### src/readout_ctrl_defs.vh
/*
 * timing constants and register map of the front-end readout controller.
 * assumes a 100 MHz system clock; included by the controller only.
 */
`ifndef READOUT_CTRL_DEFS_VH
`define READOUT_CTRL_DEFS_VH

// clock period in ns
`define CLK_PERIOD_NS      10
// wait from event pending to freeze, ns (least time, round up)
`define FREEZE_WAIT_NS     1000
`define FREEZE_WAIT_CYC    ((`FREEZE_WAIT_NS + `CLK_PERIOD_NS - 1) / `CLK_PERIOD_NS)
// longest wait from freeze to enable, ns (round down)
`define ENABLE_MAX_NS      30000
`define ENABLE_MAX_CYC     (`ENABLE_MAX_NS / `CLK_PERIOD_NS)
// enable to first request, ns
`define REQ_GAP_NS         250
`define REQ_GAP_CYC        ((`REQ_GAP_NS + `CLK_PERIOD_NS - 1) / `CLK_PERIOD_NS)
// request pulse width and data valid time, ns
`define REQ_WIDTH_NS       500
`define REQ_WIDTH_CYC      ((`REQ_WIDTH_NS + `CLK_PERIOD_NS - 1) / `CLK_PERIOD_NS)
// reset pulse width, ns
`define RST_WIDTH_NS       1000
`define RST_WIDTH_CYC      ((`RST_WIDTH_NS + `CLK_PERIOD_NS - 1) / `CLK_PERIOD_NS)
// half period of the mask shift clock (100 kHz max), ns
`define MASK_HALF_NS       5000
`define MASK_HALF_CYC      ((`MASK_HALF_NS + `CLK_PERIOD_NS - 1) / `CLK_PERIOD_NS)
// number of mask bits
`define MASK_BITS          16

// register byte offsets
`define REG_CTRL           4'h0
`define REG_STATUS         4'h4
`define REG_MASK           4'h8
`define REG_ITEM           4'hc

// control register fields
`define CTRL_ARM_BIT       0
`define CTRL_LOAD_BIT      1
`define CTRL_RESET_BIT     2
`define CTRL_ENWAIT_LSB    16
`define CTRL_ENWAIT_W      16
`define CTRL_ENWAIT_RST    16'h0000

// status register fields
`define STAT_BUSY_BIT      0
`define STAT_ITEM_BIT      1
`define STAT_DONE_BIT      2
`define STAT_PEND_BIT      3
`define STAT_MBUSY_BIT     4
`define STAT_COUNT_LSB     8

`endif

### src/readout_ctrl.v
/* external readout controller for a 16-channel sparse-readout detector front end.
 * assumes software on classic wishbone and the device pins wired directly;
 * all device inputs are asynchronous and are synchronised here. */
// Summary of operation
// - wait 1 us, then assert freeze
// - enable within 30 us of freeze
// - request 250 ns after enable, 500 ns
// - drop enable after last channel
// - hold freeze, then send reset pulse (here freeze drops with enable as the reset pulse starts)
// - assert select before loading mask
// - bit set at clock rise, 16 cycles
`timescale 1ns/1ps
`include "readout_ctrl_defs.vh"

module readout_ctrl (
  // clock and reset
  input  wire        clk_i,
  input  wire        nrst_i,
  // wishbone slave
  input  wire        wb_cyc_i,
  input  wire        wb_stb_i,
  input  wire        wb_we_i,
  input  wire [3:0]  wb_adr_i,
  input  wire [3:0]  wb_sel_i,
  input  wire [31:0] wb_dat_i,
  output reg  [31:0] wb_dat_o,
  output reg         wb_ack_o,
  // device readout pins
  input  wire        pending_i,
  input  wire [3:0]  chan_addr_i,
  output reg         freeze_line_o,
  output reg         enable_o,
  output reg         request_o,
  output reg         dev_reset_o,
  // device mask loading pins
  output reg         select_o,
  output reg         mask_data_o,
  output reg         mask_shift_clock_o
);
  // ****************************************
  // states
  // ****************************************
  localparam [6:0] S_IDLE   = 7'b000_0001;
  localparam [6:0] S_WAIT   = 7'b000_0010;
  localparam [6:0] S_FREEZE = 7'b000_0100;
  localparam [6:0] S_ENAB   = 7'b000_1000;
  localparam [6:0] S_REQ    = 7'b001_0000;
  localparam [6:0] S_LOW    = 7'b010_0000;
  localparam [6:0] S_RST    = 7'b100_0000;
  localparam [2:0] M_IDLE   = 3'b001;
  localparam [2:0] M_SHIFT  = 3'b010;
  localparam [2:0] M_END    = 3'b100;

  // ****************************************
  // pin synchronisers
  // ****************************************
  reg  [4:0]  sync1_q;
  reg  [4:0]  sync2_q;
  wire        pend_s = sync2_q[4];
  wire [3:0]  addr_s = sync2_q[3:0];
  // two flops before any logic sees device pins
  always @(posedge clk_i or negedge nrst_i) begin
    if (!nrst_i) begin
      sync1_q <= 5'h00;
      sync2_q <= 5'h00;
    end else begin
      sync1_q <= {pending_i, chan_addr_i};
      sync2_q <= sync1_q;
    end
  end

  // ****************************************
  // registers and state
  // ****************************************
  reg         arm_q, load_go_q, reset_go_q, done_q, item_q;
  reg  [15:0] enwait_q, mask_q, tmr_q, mtmr_q, mshift_q;
  reg  [3:0]  item_addr_q;
  reg  [4:0]  count_q, mbit_q;
  reg  [6:0]  st_q;
  reg  [2:0]  mst_q;
  // wishbone write strobe for a given offset
  function wr_hit;
    input [3:0] adr, off;
    wr_hit = wb_cyc_i & wb_stb_i & wb_we_i & ~wb_ack_o & (adr == off);
  endfunction

  // ****************************************
  // wishbone slave, one wait state then ack
  // ****************************************
  always @(posedge clk_i or negedge nrst_i) begin
    if (!nrst_i) begin
      wb_ack_o   <= 1'b0;
      wb_dat_o   <= 32'h0000_0000;
      arm_q      <= 1'b0;
      enwait_q   <= `CTRL_ENWAIT_RST;
      mask_q     <= 16'h0000;
      load_go_q  <= 1'b0;
      reset_go_q <= 1'b0;
    end else begin
      wb_ack_o   <= wb_cyc_i & wb_stb_i & ~wb_ack_o;
      load_go_q  <= 1'b0;
      reset_go_q <= 1'b0;
      wb_dat_o   <= 32'h0000_0000;
      if (wr_hit(wb_adr_i, `REG_CTRL)) begin
        if (wb_sel_i[0]) begin
          arm_q      <= wb_dat_i[`CTRL_ARM_BIT];
          load_go_q  <= wb_dat_i[`CTRL_LOAD_BIT];
          reset_go_q <= wb_dat_i[`CTRL_RESET_BIT];
        end
        if (wb_sel_i[2]) enwait_q[7:0] <= wb_dat_i[23:16];
        if (wb_sel_i[3]) enwait_q[15:8] <= wb_dat_i[31:24];
      end else if (wr_hit(wb_adr_i, `REG_MASK)) begin
        if (wb_sel_i[0]) mask_q[7:0] <= wb_dat_i[7:0];
        if (wb_sel_i[1]) mask_q[15:8] <= wb_dat_i[15:8];
      end
      // read mux; unmapped offsets read zero and still ack
      if (wb_cyc_i & wb_stb_i & ~wb_ack_o & ~wb_we_i) begin
        if (wb_adr_i == `REG_CTRL) wb_dat_o <= {enwait_q, 15'h0000, arm_q};
        else if (wb_adr_i == `REG_STATUS)
          wb_dat_o <= {19'h0_0000, count_q, 3'h0, (mst_q != M_IDLE), pend_s,
                       done_q, item_q, (st_q != S_IDLE)};
        else if (wb_adr_i == `REG_MASK) wb_dat_o <= {16'h0000, mask_q};
        else if (wb_adr_i == `REG_ITEM) wb_dat_o <= {28'h000_0000, item_addr_q};
      end
    end
  end

  // ****************************************
  // readout sequencer
  // ****************************************
  wire rd_item = wb_cyc_i & wb_stb_i & ~wb_we_i & ~wb_ack_o & (wb_adr_i == `REG_ITEM);
  wire rd_stat = wb_cyc_i & wb_stb_i & ~wb_we_i & ~wb_ack_o & (wb_adr_i == `REG_STATUS);
  always @(posedge clk_i or negedge nrst_i) begin
    if (!nrst_i) begin
      st_q          <= S_IDLE;
      tmr_q         <= 16'h0000;
      freeze_line_o <= 1'b0;
      enable_o      <= 1'b0;
      request_o     <= 1'b0;
      dev_reset_o   <= 1'b0;
      item_q        <= 1'b0;
      item_addr_q   <= 4'h0;
      done_q        <= 1'b0;
      count_q       <= 5'h00;
    end else begin
      tmr_q <= tmr_q + 16'h0001;
      // new item wins over the read that clears it
      if (rd_item) item_q <= 1'b0;
      if (rd_stat) done_q <= 1'b0;
      case (st_q)
        S_IDLE: begin
          tmr_q <= 16'h0000;
          if (arm_q & pend_s)
            st_q <= S_WAIT;
          else if (reset_go_q) begin
            dev_reset_o <= 1'b1;
            st_q        <= S_RST;
          end
        end
        S_WAIT: begin
          if (tmr_q >= (`FREEZE_WAIT_CYC - 1)) begin
            freeze_line_o <= 1'b1;
            tmr_q         <= 16'h0000;
            count_q       <= 5'h00;
            st_q          <= S_FREEZE;
          end
        end
        S_FREEZE: begin
          // enable within the 30 us limit
          if ((tmr_q >= enwait_q) || (tmr_q >= (`ENABLE_MAX_CYC - 1))) begin
            enable_o <= 1'b1;
            tmr_q    <= 16'h0000;
            st_q     <= S_ENAB;
          end
        end
        S_ENAB: begin
          // first request 250 ns after enable
          if (tmr_q >= (`REQ_GAP_CYC - 1)) begin
            request_o <= 1'b1;
            tmr_q     <= 16'h0000;
            st_q      <= S_REQ;
          end
        end
        S_REQ: begin
          // request held 500 ns, data valid by its end
          if (tmr_q >= (`REQ_WIDTH_CYC - 1)) begin
            request_o   <= 1'b0;
            item_q      <= 1'b1;
            item_addr_q <= addr_s;
            count_q     <= count_q + 5'h01;
            tmr_q       <= 16'h0000;
            st_q        <= S_LOW;
          end
        end
        S_LOW: begin
          // pending drops at last request fall; wait for sync delay
          if (tmr_q >= (`REQ_WIDTH_CYC - 1)) begin
            tmr_q <= 16'h0000;
            if (pend_s && (count_q < 5'h10)) begin
              request_o <= 1'b1;
              st_q      <= S_REQ;
            end else begin
              // drop enable after last item or at the cap
              enable_o      <= 1'b0;
              freeze_line_o <= 1'b0;
              dev_reset_o   <= 1'b1;
              done_q        <= 1'b1;
              st_q          <= S_RST;
            end
          end
        end
        S_RST: begin
          if (tmr_q >= (`RST_WIDTH_CYC - 1)) begin
            dev_reset_o <= 1'b0;
            st_q        <= S_IDLE;
          end
        end
        default: st_q <= S_IDLE;
      endcase
    end
  end

  // ****************************************
  // kill mask loader
  // ****************************************
  // only starts while the readout sequencer is idle; a readout can still begin while select is high
  always @(posedge clk_i or negedge nrst_i) begin
    if (!nrst_i) begin
      mst_q              <= M_IDLE;
      mtmr_q             <= 16'h0000;
      mbit_q             <= 5'h00;
      mshift_q           <= 16'h0000;
      select_o           <= 1'b0;
      mask_data_o        <= 1'b0;
      mask_shift_clock_o <= 1'b0;
    end else begin
      mtmr_q <= mtmr_q + 16'h0001;
      case (mst_q)
        M_IDLE: begin
          mtmr_q <= 16'h0000;
          if (load_go_q & (st_q == S_IDLE)) begin
            select_o <= 1'b1;
            mshift_q <= mask_q;
            mbit_q   <= 5'h00;
            mst_q    <= M_SHIFT;
          end
        end
        M_SHIFT: begin
          if (mtmr_q >= (`MASK_HALF_CYC - 1)) begin
            mtmr_q <= 16'h0000;
            if (!mask_shift_clock_o) begin
              if (mbit_q == `MASK_BITS) begin
                mst_q <= M_END;
              end else begin
                // bit changes with the rising clock edge, msb first
                mask_shift_clock_o <= 1'b1;
                mask_data_o        <= mshift_q[15];
                mshift_q           <= {mshift_q[14:0], 1'b0};
                mbit_q             <= mbit_q + 5'h01;
              end
            end else
              mask_shift_clock_o <= 1'b0;
          end
        end
        M_END: begin
          // select falls to latch the word
          select_o    <= 1'b0;
          mask_data_o <= 1'b0;
          mst_q       <= M_IDLE;
        end
        default: mst_q <= M_IDLE;
      endcase
    end
  end
endmodule

### config.mk
export PLATFORM = sky130hd
export DESIGN_NAME = readout_ctrl
export DESIGN_NICKNAME = d
export VERILOG_FILES = /design/src/readout_ctrl.v
export VERILOG_INCLUDE_DIRS = /design/src
export SDC_FILE = /design/constraint.sdc
export NUM_CORES = 1
export LEC_CHECK = 0
export ABC_AREA = 1
export BUFFER_PORTS_ARGS = -buffer_cell sky130_fd_sc_hd__clkbuf_2
export CAP_MARGIN = 25
export CORE_MARGIN = 8
export CORE_UTILIZATION = 55
export DETAILED_ROUTE_END_ITERATION = 16
export GPL_TIMING_DRIVEN = 0
export PLACE_DENSITY = 0.78
export SYNTH_ARGS = -nofsm -noshare
export SYNTH_HDL_FRONTEND = slang
export SYNTH_SLANG_ARGS = --single-unit
### constraint.sdc
create_clock -name clk_i -period 2.4 [get_ports clk_i]
set_clock_uncertainty 0.15 [all_clocks]
set_input_delay 0.48 -clock clk_i [delete_from_list [all_inputs] [get_ports clk_i]]
set_output_delay 0.48 -clock clk_i [all_outputs]
set_load 0.01 [all_outputs]
Word-level counts from Yosys, hierarchy flattened:

Index checks and enable logic that the tools add are counted.

* logic and storage cells: 192
* bits of input ports: 50
* bits in registers: 159
* output and inout port bits: 40

* reduce and logical (&&, ||, !) cells: 29
* bitwise gates (word level): 16
* equality and inequality tests: 32
* mux-type cells: 76
* add/sub/neg operators: 4
* $lt $le $gt $ge: 7

Operator list (number)
* two-way mux 16 bit: 11
* case mux 16 bit (5 select lines): 1
* two-way mux 32 bit: 2
* case mux 16 bit (2 select lines): 2
* two-way mux 7 bit: 9
* case mux 7 bit (7 select lines): 1
* adder 16 x 1 -> 16 bit, second input constant: 2
* two-way mux 1 bit: 30
* two-way mux 5 bit: 6
* != test 2 bit, second input constant: 15
* case mux 5 bit (2 select lines): 2
* greater-or-equal comparator 16 x 12 -> 1 bit, second input constant: 1
* greater-or-equal comparator 16 bit: 1
* greater-or-equal comparator 16 x 5 -> 1 bit, second input constant: 1
* greater-or-equal comparator 16 x 6 -> 1 bit, second input constant: 1
* greater-or-equal comparator 16 x 7 -> 1 bit, second input constant: 1
* greater-or-equal comparator 16 x 9 -> 1 bit, second input constant: 1
* AND reduction 4 bit: 4
* AND 1 bit: 13
* two-way mux 3 bit: 4
* AND reduction 2 bit: 6
* nonzero test 2 bit: 6
* adder 5 x 1 -> 5 bit, second input constant: 2
* AND reduction 5 bit: 2
* 30 further kinds: 40

Logic depth before layout (Yosys ltp):

Gate-level depths: netlist of run 1.

* depth in word-level cells: 8
* mapped depth: 16
* gate-level depth less buffers: 16

Worst setup path before layout of run 1:

Ideal clock, no wire load.

* path type: input to register
* start point: in wb_adr_i[1]
* end point: reg mask_q[4]
* stages: 8
* data arrival time: 1.666 ns
* slack: 0.459 ns
* setup time: 0.125 ns
* path buffers: 2
* cells stage by stage: nor2_1 -> nand2_1 -> nor2_1 -> inv_1 -> buf_2 -> nand3_1 -> buf_4 -> mux2_2

* longest elaborated chain between the ends: 4
* elaborated cells on any way between the ends: 6
* classes of those cells: 1 x eq/ne; 3 x bitwise; 2 x reduce/logical

Ends and longest elaborated chain
* start: declaration: RTL line readout_ctrl.v:23 `input wire [3:0] wb_adr_i,`
* logical NOT 4 bit: RTL line readout_ctrl.v:84 `wr_hit = wb_cyc_i & wb_stb_i & wb_we_i & ~wb_ack_o & (adr == off);`
* AND 1 bit: RTL line readout_ctrl.v:84
* NOT 1 bit (no source line)
* AND reduction 3 bit (no source line) (*)
* end signal: assignment: RTL line readout_ctrl.v:113 `if (wb_sel_i[0]) mask_q[7:0] <= wb_dat_i[7:0];`
* end: declaration: RTL line readout_ctrl.v:76 `reg [15:0] enwait_q, mask_q, tmr_q, mtmr_q, mshift_q;`

Every way passes the cells marked *; elsewhere a longest branch is shown, timed or not.
A chain may end at the register's enable or synchronous reset.

Worst setup path after layout of run 1:

* start point: reg wb_ack_o
* end point: reg wb_dat_o[2]

* longest elaborated chain between the ends: 4

Ends and longest elaborated chain
* start: declaration: RTL line readout_ctrl.v:27 `output reg wb_ack_o,`
* start signal: assignment: RTL line readout_ctrl.v:100 `wb_ack_o <= wb_cyc_i & wb_stb_i & ~wb_ack_o;`
* NOT 1 bit: RTL line readout_ctrl.v:117 `if (wb_cyc_i & wb_stb_i & ~wb_ack_o & ~wb_we_i) begin`
* AND 1 bit (2 in series): RTL line readout_ctrl.v:117
* two-way mux 32 bit: RTL line readout_ctrl.v:117
* end signal: assignment: RTL line readout_ctrl.v:118 `` if (wb_adr_i == `REG_CTRL) wb_dat_o <= {enwait_q, 15'h0000, arm_q}; ``
* end signal: assignment: RTL line readout_ctrl.v:120 `wb_dat_o <= {19'h0_0000, count_q, 3'h0, (mst_q != M_IDLE), pend_s,`
* end signal: assignment: RTL line readout_ctrl.v:122 `` else if (wb_adr_i == `REG_MASK) wb_dat_o <= {16'h0000, mask_q}; ``
* end: declaration: RTL line readout_ctrl.v:26 `output reg [31:0] wb_dat_o,`

No other way between the ends.

==> key figures, run 1 <==
Drt
  • Antenna-violating nets left: 0
  • Vias: 6029
  • Routed length per instance: 14.8 um
  • # DRC: 0
  • Pre-antenna DRT Iters: 4
  • 1st-iter DRT viols: 456
  • Vias/cell: 5.21
  • Total Wirelength: 17.1 mm

Clocking
  • Worst-path clk slew: 0.06 ns
  • CTS sink cnt: 159
  • H-tree levels: 4
  • CTS tree: yes
  • Worst-Skew Late Latency: 0.43 ns
  • CTS Buffer Depth: 2
  • CTS root buf: clkbuf_16
  • Cts bufs inserted: 17

Yosys
  • Synth Net Count: 927
  • Distinct cell type count after synthesis: 42
  • Cell Area, Synth: 0.00740 mm2
  • Number of synthesized flops with an enable pin: 0
  • Synth Warn #: 0
  • Synth Flop Type: dfrtp_1
  • Seq cells post-synth: 159
  • Synth Area per Inst: 8.68 um2
  • Sequential-to-total area share from yosys stat: 0.538
  • Cell count after synthesis: 853
  • Async SR Flop Fraction: 1.00

Placement
  • DP HPWL: 12.2 mm
  • GP Congestion: 0.890
  • Setup WS pre-CTS: -0.0569 ns
  • IO buf count: 89

Power and ir drop
  • P_int: 4.86 mW
  • Comb power frac: 0.180
  • Clock Power Share: 0.372
  • Sw frac: 0.304
  • Max IR drop VDD: 0.767 mV
  • Pwr/cell area: 799 mW/mm2
  • Psw: 2.12 mW
  • Sequential Power Share: 0.448
  • Static leakage: 4.57 nW

Floorplanning
  • Die Wd: 132 um
  • Number of placement rows: 42
  • Area of the die: 0.0174 mm2
  • Initial Util: 0.561
  • Die Y: 132 um
  • IO Pins: 90
  • Placeable Area: 0.0132 mm2

Global route
  • GR Overflow Total: 0
  • Initial antenna violation count: 0
  • Largest net degree at the start of global routing: 83
  • First-pass GRT wire length: 28.8 mm
  • GRT Util Overall: 0.204
  • Vias in the first global route: 5979

Flow run
  • Max-cap violations: 0

Worst hold path
  • Worst hold path class: in2reg
  • Hold Path Sink: mask_q[12]
  • Hold Crit Depth: 2
  • Worst hold start: wb_dat_i[12]

Cells and area
  • Fill cells: 1053
  • Share of cells above drive strength 1: 0.163
  • Number of nets in the layout: 1042
  • Ant diodes: 0
  • Area Overhead vs Synth: 18.1%

Outcome
  • Outcome: finished, final reports clean

STA
  • RSZ-0062 raised after global routing: no
  • Setup TNS: 0 ns
  • Worst-Margin Slew: 0.703 ns
  • Highest clock rate: 459 MHz
  • Final Setup Violations: 0
  • Fin crit share: 0.908
  • Final WS setup: 0.222 ns
  • Min Tclk post-route: 2.18 ns
  • Max-slew headroom: 0.529
  • Final Max Slew Viols: 0
  • Final hold vios: 0

Setup path
  • Critical Path Sink Type: flip-flop
  • Worst R2R Setup Slack: 0.22 ns
  • Reg2reg end: wb_dat_o[2]
  • FF-to-FF path depth: 4
  • Required time worst endpoint: 2.59 ns
  • Worst reg2reg startpoint: wb_ack_o
  • WS Path Type: reg2reg
  • CP Launch Type: flip-flop
  • Worst EP arrival: 2.37 ns
  • Crit path max fanout: 10
==> per-layer routing <==
| layer | wire length [um] | track usage | vias up |
|---|---|---|---|
| li1 | - | - | 2983 |
| met1 | 7460 | 0.246 | 2889 |
| met2 | 8650 | 0.348 | 129 |
| met3 | 711 | 0.0514 | 28 |
| met4 | 308 | 0.0702 | 0 |
| met5 | 0 | 0 | - |
==> final cells by class <==
type	count	area (um2)	share of cell area
clock inverters	14	131	0.0150
well taps	176	220	0.0252
clock buffers	18	439	0.0502
plain buffers	15	80.1	0.00916
multi-input cells	574	2950	0.338
repair buffers	96	542	0.0620
inverters	105	395	0.0452
flip-flops and latches	159	3980	0.455
==> per-stage QoR <==
step,utilization,hold WS [ns],instances,area (um2),power [mW]
2_1_floorplan,-,0.0344,853,7400,4.01
3_3_place_gp,0.612,0.182,1118,8070,4.34
3_5_place_dp,0.615,0.185,1119,8110,4.39
4_1_cts,0.662,0.00168,1156,8730,7.00
5_1_grt,0.663,0.122,1157,8740,7.34
6_report,0.663,0.132,1157,8740,6.99
==> cell usage after synthesis, drive strengths merged (3+ instances only) <==
library cell	count	area share
dfrtp	157	0.53
inv	103	0.052
mux2	14	0.021
nand3	45	0.032
nand3b	8	0.0081
nor2	129	0.066
buf	8	0.0073
clkbuf	7	0.0035
nor3b	3	0.0030
xor2	16	0.019
nand4	12	0.010
nand2	198	0.10
o21ai	30	0.021
a31oi	17	0.014
a21oi	39	0.027
ha	24	0.041
nor3	26	0.020
==> cells by family after synthesis <==
family                   share of synthesized area
flip-flops                                   0.538
AND/OR/NAND/NOR                              0.243
buffers and inverters                       0.0642
multiplexers                                0.0213
adder cells (fa/ha/maj)                     0.0406
XOR/XNOR                                    0.0213
AO/OA/AOI/OAI                               0.0722
==> sequential cells by signal, summed over array words and instances (netlist names), 3 cells and up <==
signal and flops:
mbit_q 5, sync2_q 5, count_q 5, mst_q 3, sync1_q 5, item_addr_q 4
tmr_q 16, mtmr_q 16, enwait_q 16, mshift_q 16, mask_q 16, st_q 7
wb_dat_o 32
==> how the worst max path moves through the flow <==
stage	from	to	slack, ns
2_1_floorplan	wb_adr_i[1]	mask_q[4]	0.46
3_3_place_gp	nrst_i	mshift_q[12]	-2.00
3_5_place_dp	wb_adr_i[1]	enwait_q[7]	-0.06
4_1_cts	wb_ack_o	wb_dat_o[2]	0.21
5_1_grt	tmr_q[9]	tmr_q[11]	0.02
6_report	wb_ack_o	wb_dat_o[2]	0.22
==> critical path, stage by stage, from the launching register on <==
cell and delay, ns:
dfrtp_1 0.40, nor3_2 0.61, inv_1 0.33, clkbuf_1 0.34, a31oi_1 0.25
==> cells in the final DEF (no fill, tap or decap), types with 16 or more instances in the layout <==
cell type and instances:
a21oi_1 38, nor2_1 126, ha_1 24, nand3_1 42, clkbuf_16 17, o21ai_0 29
inv_1 103, xor2_1 16, a31oi_1 17, clkbuf_2 88, nor3_1 24, nand2_1 193
dfrtp_1 157
==> power groups by stage <==
| stage | clock (mW) | combinational [mW] | sequential, mW |
|---|---|---|---|
| 2_1_floorplan | 0 | 0.868 | 3.14 |
| 3_3_place_gp | 0 | 1.18 | 3.17 |
| 3_5_place_dp | 0 | 1.22 | 3.17 |
| 4_1_cts | 2.62 | 1.26 | 3.13 |
| 5_1_grt | 2.75 | 1.43 | 3.17 |
| 6_report | 2.60 | 1.26 | 3.13 |
==> timing repair <==
| item | in CTS | in global routing |
|---|---|---|
| buffers inserted | 0 | 0 |
| endpoints found under the hold margin | 80 | 1 |
| resized for setup | 0 | 1 |
| hold buffers | 5 | 1 |
| endpoints found under the setup margin | 0 | 6 |
Power figures use the tool's default switching activity.
==> inputs of run 2 (changes only) <==
Clock period 2.4 ns to 2.2 ns, I/O delays scaled along.
==> key figures, run 2 (synthesis results as in run 1) <==
Setup path
  • Critical Path Sink Type: flip-flop
  • WS Path Type: reg2reg
  • Crit path max fanout: 10
  • Worst R2R Setup Slack: 0.13 ns
  • Worst EP arrival: 2.22 ns
  • CP Launch Type: flip-flop
  • Required time worst endpoint: 2.35 ns

Drt
  • Pre-antenna DRT Iters: 5
  • Vias: 6073
  • Routed length per instance: 15.0 um
  • Vias/cell: 5.25
  • 1st-iter DRT viols: 518
  • Total Wirelength: 17.3 mm
  • Antenna-violating nets left: 0
  • # DRC: 0

Cells and area
  • Ant diodes: 0
  • Most flops, register: wb_dat_o
  • Share of cells above drive strength 1: 0.174
  • Area Overhead vs Synth: 19.0%
  • Commonest non-fill, non-tap cells in the layout: nand2_1, dfrtp_1, nor2_1
  • Storage cell area: 0.00398 mm2
  • Number of nets in the layout: 1042
  • Area of the multi-input gates: 0.00302 mm2
  • Util after Layout: 0.668
  • Fill cells: 1046
  • Max reg flops: 32
  • Commonest non-fill, non-tap cell in the layout: nand2_1

Global route
  • Initial antenna violation count: 0
  • First-pass GRT wire length: 28.8 mm
  • Vias in the first global route: 5985
  • Largest net degree at the start of global routing: 83
  • GRT Util Overall: 0.204
  • GR Overflow Total: 0

Worst hold path
  • Worst hold path class: in2reg

Placement
  • IO buf count: 89
  • GP Congestion: 0.890
  • DP HPWL: 12.2 mm

Power and ir drop
  • Max IR drop VDD: 0.837 mV
  • Power, Total: 7.68 mW
  • Pwr/cell area: 872 mW/mm2
  • Static leakage: 4.59 nW

STA
  • Highest clock rate: 482 MHz
  • Max-slew headroom: 0.586
  • Final Setup Violations: 0
  • Final Max Slew Viols: 0
  • Final hold slack: 0.0934 ns
  • Worst-Margin Slew: 0.619 ns
  • Final hold vios: 0
  • Min Tclk post-route: 2.07 ns
  • Fin crit share: 0.942
  • Setup TNS: 0 ns

Clocking
  • Worst-path clk slew: 0.06 ns
  • H-tree levels: 4
  • CTS root buf: clkbuf_16
  • CTS sink cnt: 159
  • CTS Buffer Depth: 2
  • Post CTS Setup Buffer Count: 0
  • Worst-Skew Late Latency: 0.43 ns
  • Cts bufs inserted: 17
  • CTS tree: yes

Floorplanning
  • Placeable Area: 0.0132 mm2
  • Number of placement rows: 42
  • Die Y: 132 um
  • Die Wd: 132 um
  • Area of the die: 0.0174 mm2
  • Initial Util: 0.561
  • IO Pins: 90

Flow run
  • Max-cap violations: 0

Outcome
  • Outcome: finished, final reports clean
run 2: final cells by class:
type / count / share of cell area
clock inverter: 14 / 0.0149
timing repair buffer: 96 / 0.0615
sequential: 159 / 0.452
tap: 176 / 0.0250
buffer: 15 / 0.00937
inverter: 105 / 0.0449
clock buffer: 18 / 0.0498
multi-input combinational: 574 / 0.342
run 2: routing by layer:
layer,share of wire,wire (um),global-route usage,vias up
met4,0.018,317,0.0702,0
met1,0.42,7350,0.246,2906
met3,0.050,858,0.0514,32
li1,-,-,-,2986
met2,0.51,8780,0.349,149
met5,0,0,0,-
run 2: timing repair:
item	4_1_cts	5_1_grt
endpoints found under the hold margin	81	0
endpoints found under the setup margin	0	56
hold buffers	6	0
resized for setup	0	20
run 2: power breakdown:
| part | internal [mW] | leakage (nW) | switching (mW) |
|---|---|---|---|
| clock network | 1.60 | 0.282 | 1.23 |
| logic | 0.501 | 2.24 | 0.930 |
| registers | 3.23 | 2.06 | 0.187 |
| total | 5.34 | 4.59 | 2.35 |
run 2: final timing paths:
check / start / depth (start not counted) / to
worst max register to register: mtmr_q[0] / 12 / mshift_q[10]
worst max-delay path: mtmr_q[0] / 12 / mshift_q[10]
min in group asynchronous: nrst_i / 2 / tmr_q[1]
worst min register to register: sync1_q[4] / 0 / sync2_q[4]
max in group asynchronous: nrst_i / 3 / mst_q[0]
worst min-delay path: wb_dat_i[11] / 2 / mask_q[11]
run 2: worst max-delay path, cell delays in order, from the launching register on:
cell and delay, ns:
dfrtp_1 0.41, ha_1 0.23, nor2_1 0.14, a21oi_1 0.08
nand2_1 0.09, nand2_2 0.10, nand2_4 0.12, nand2_2 0.07
nand2_4 0.11, clkinv_2 0.11, buf_6 0.16, nor2_1 0.11
a31oi_1 0.06
run 2: stage by stage:
stage | setup slack [ns] | std cells | area [um2]
after floorplan | 0.299 | 853 | 7400
after global placement | -2.16 | 1118 | 8070
after detailed placement | -0.217 | 1119 | 8110
after CTS | 0.00966 | 1157 | 8740
after global routing | -0.00649 | 1157 | 8810
final | 0.127 | 1157 | 8810
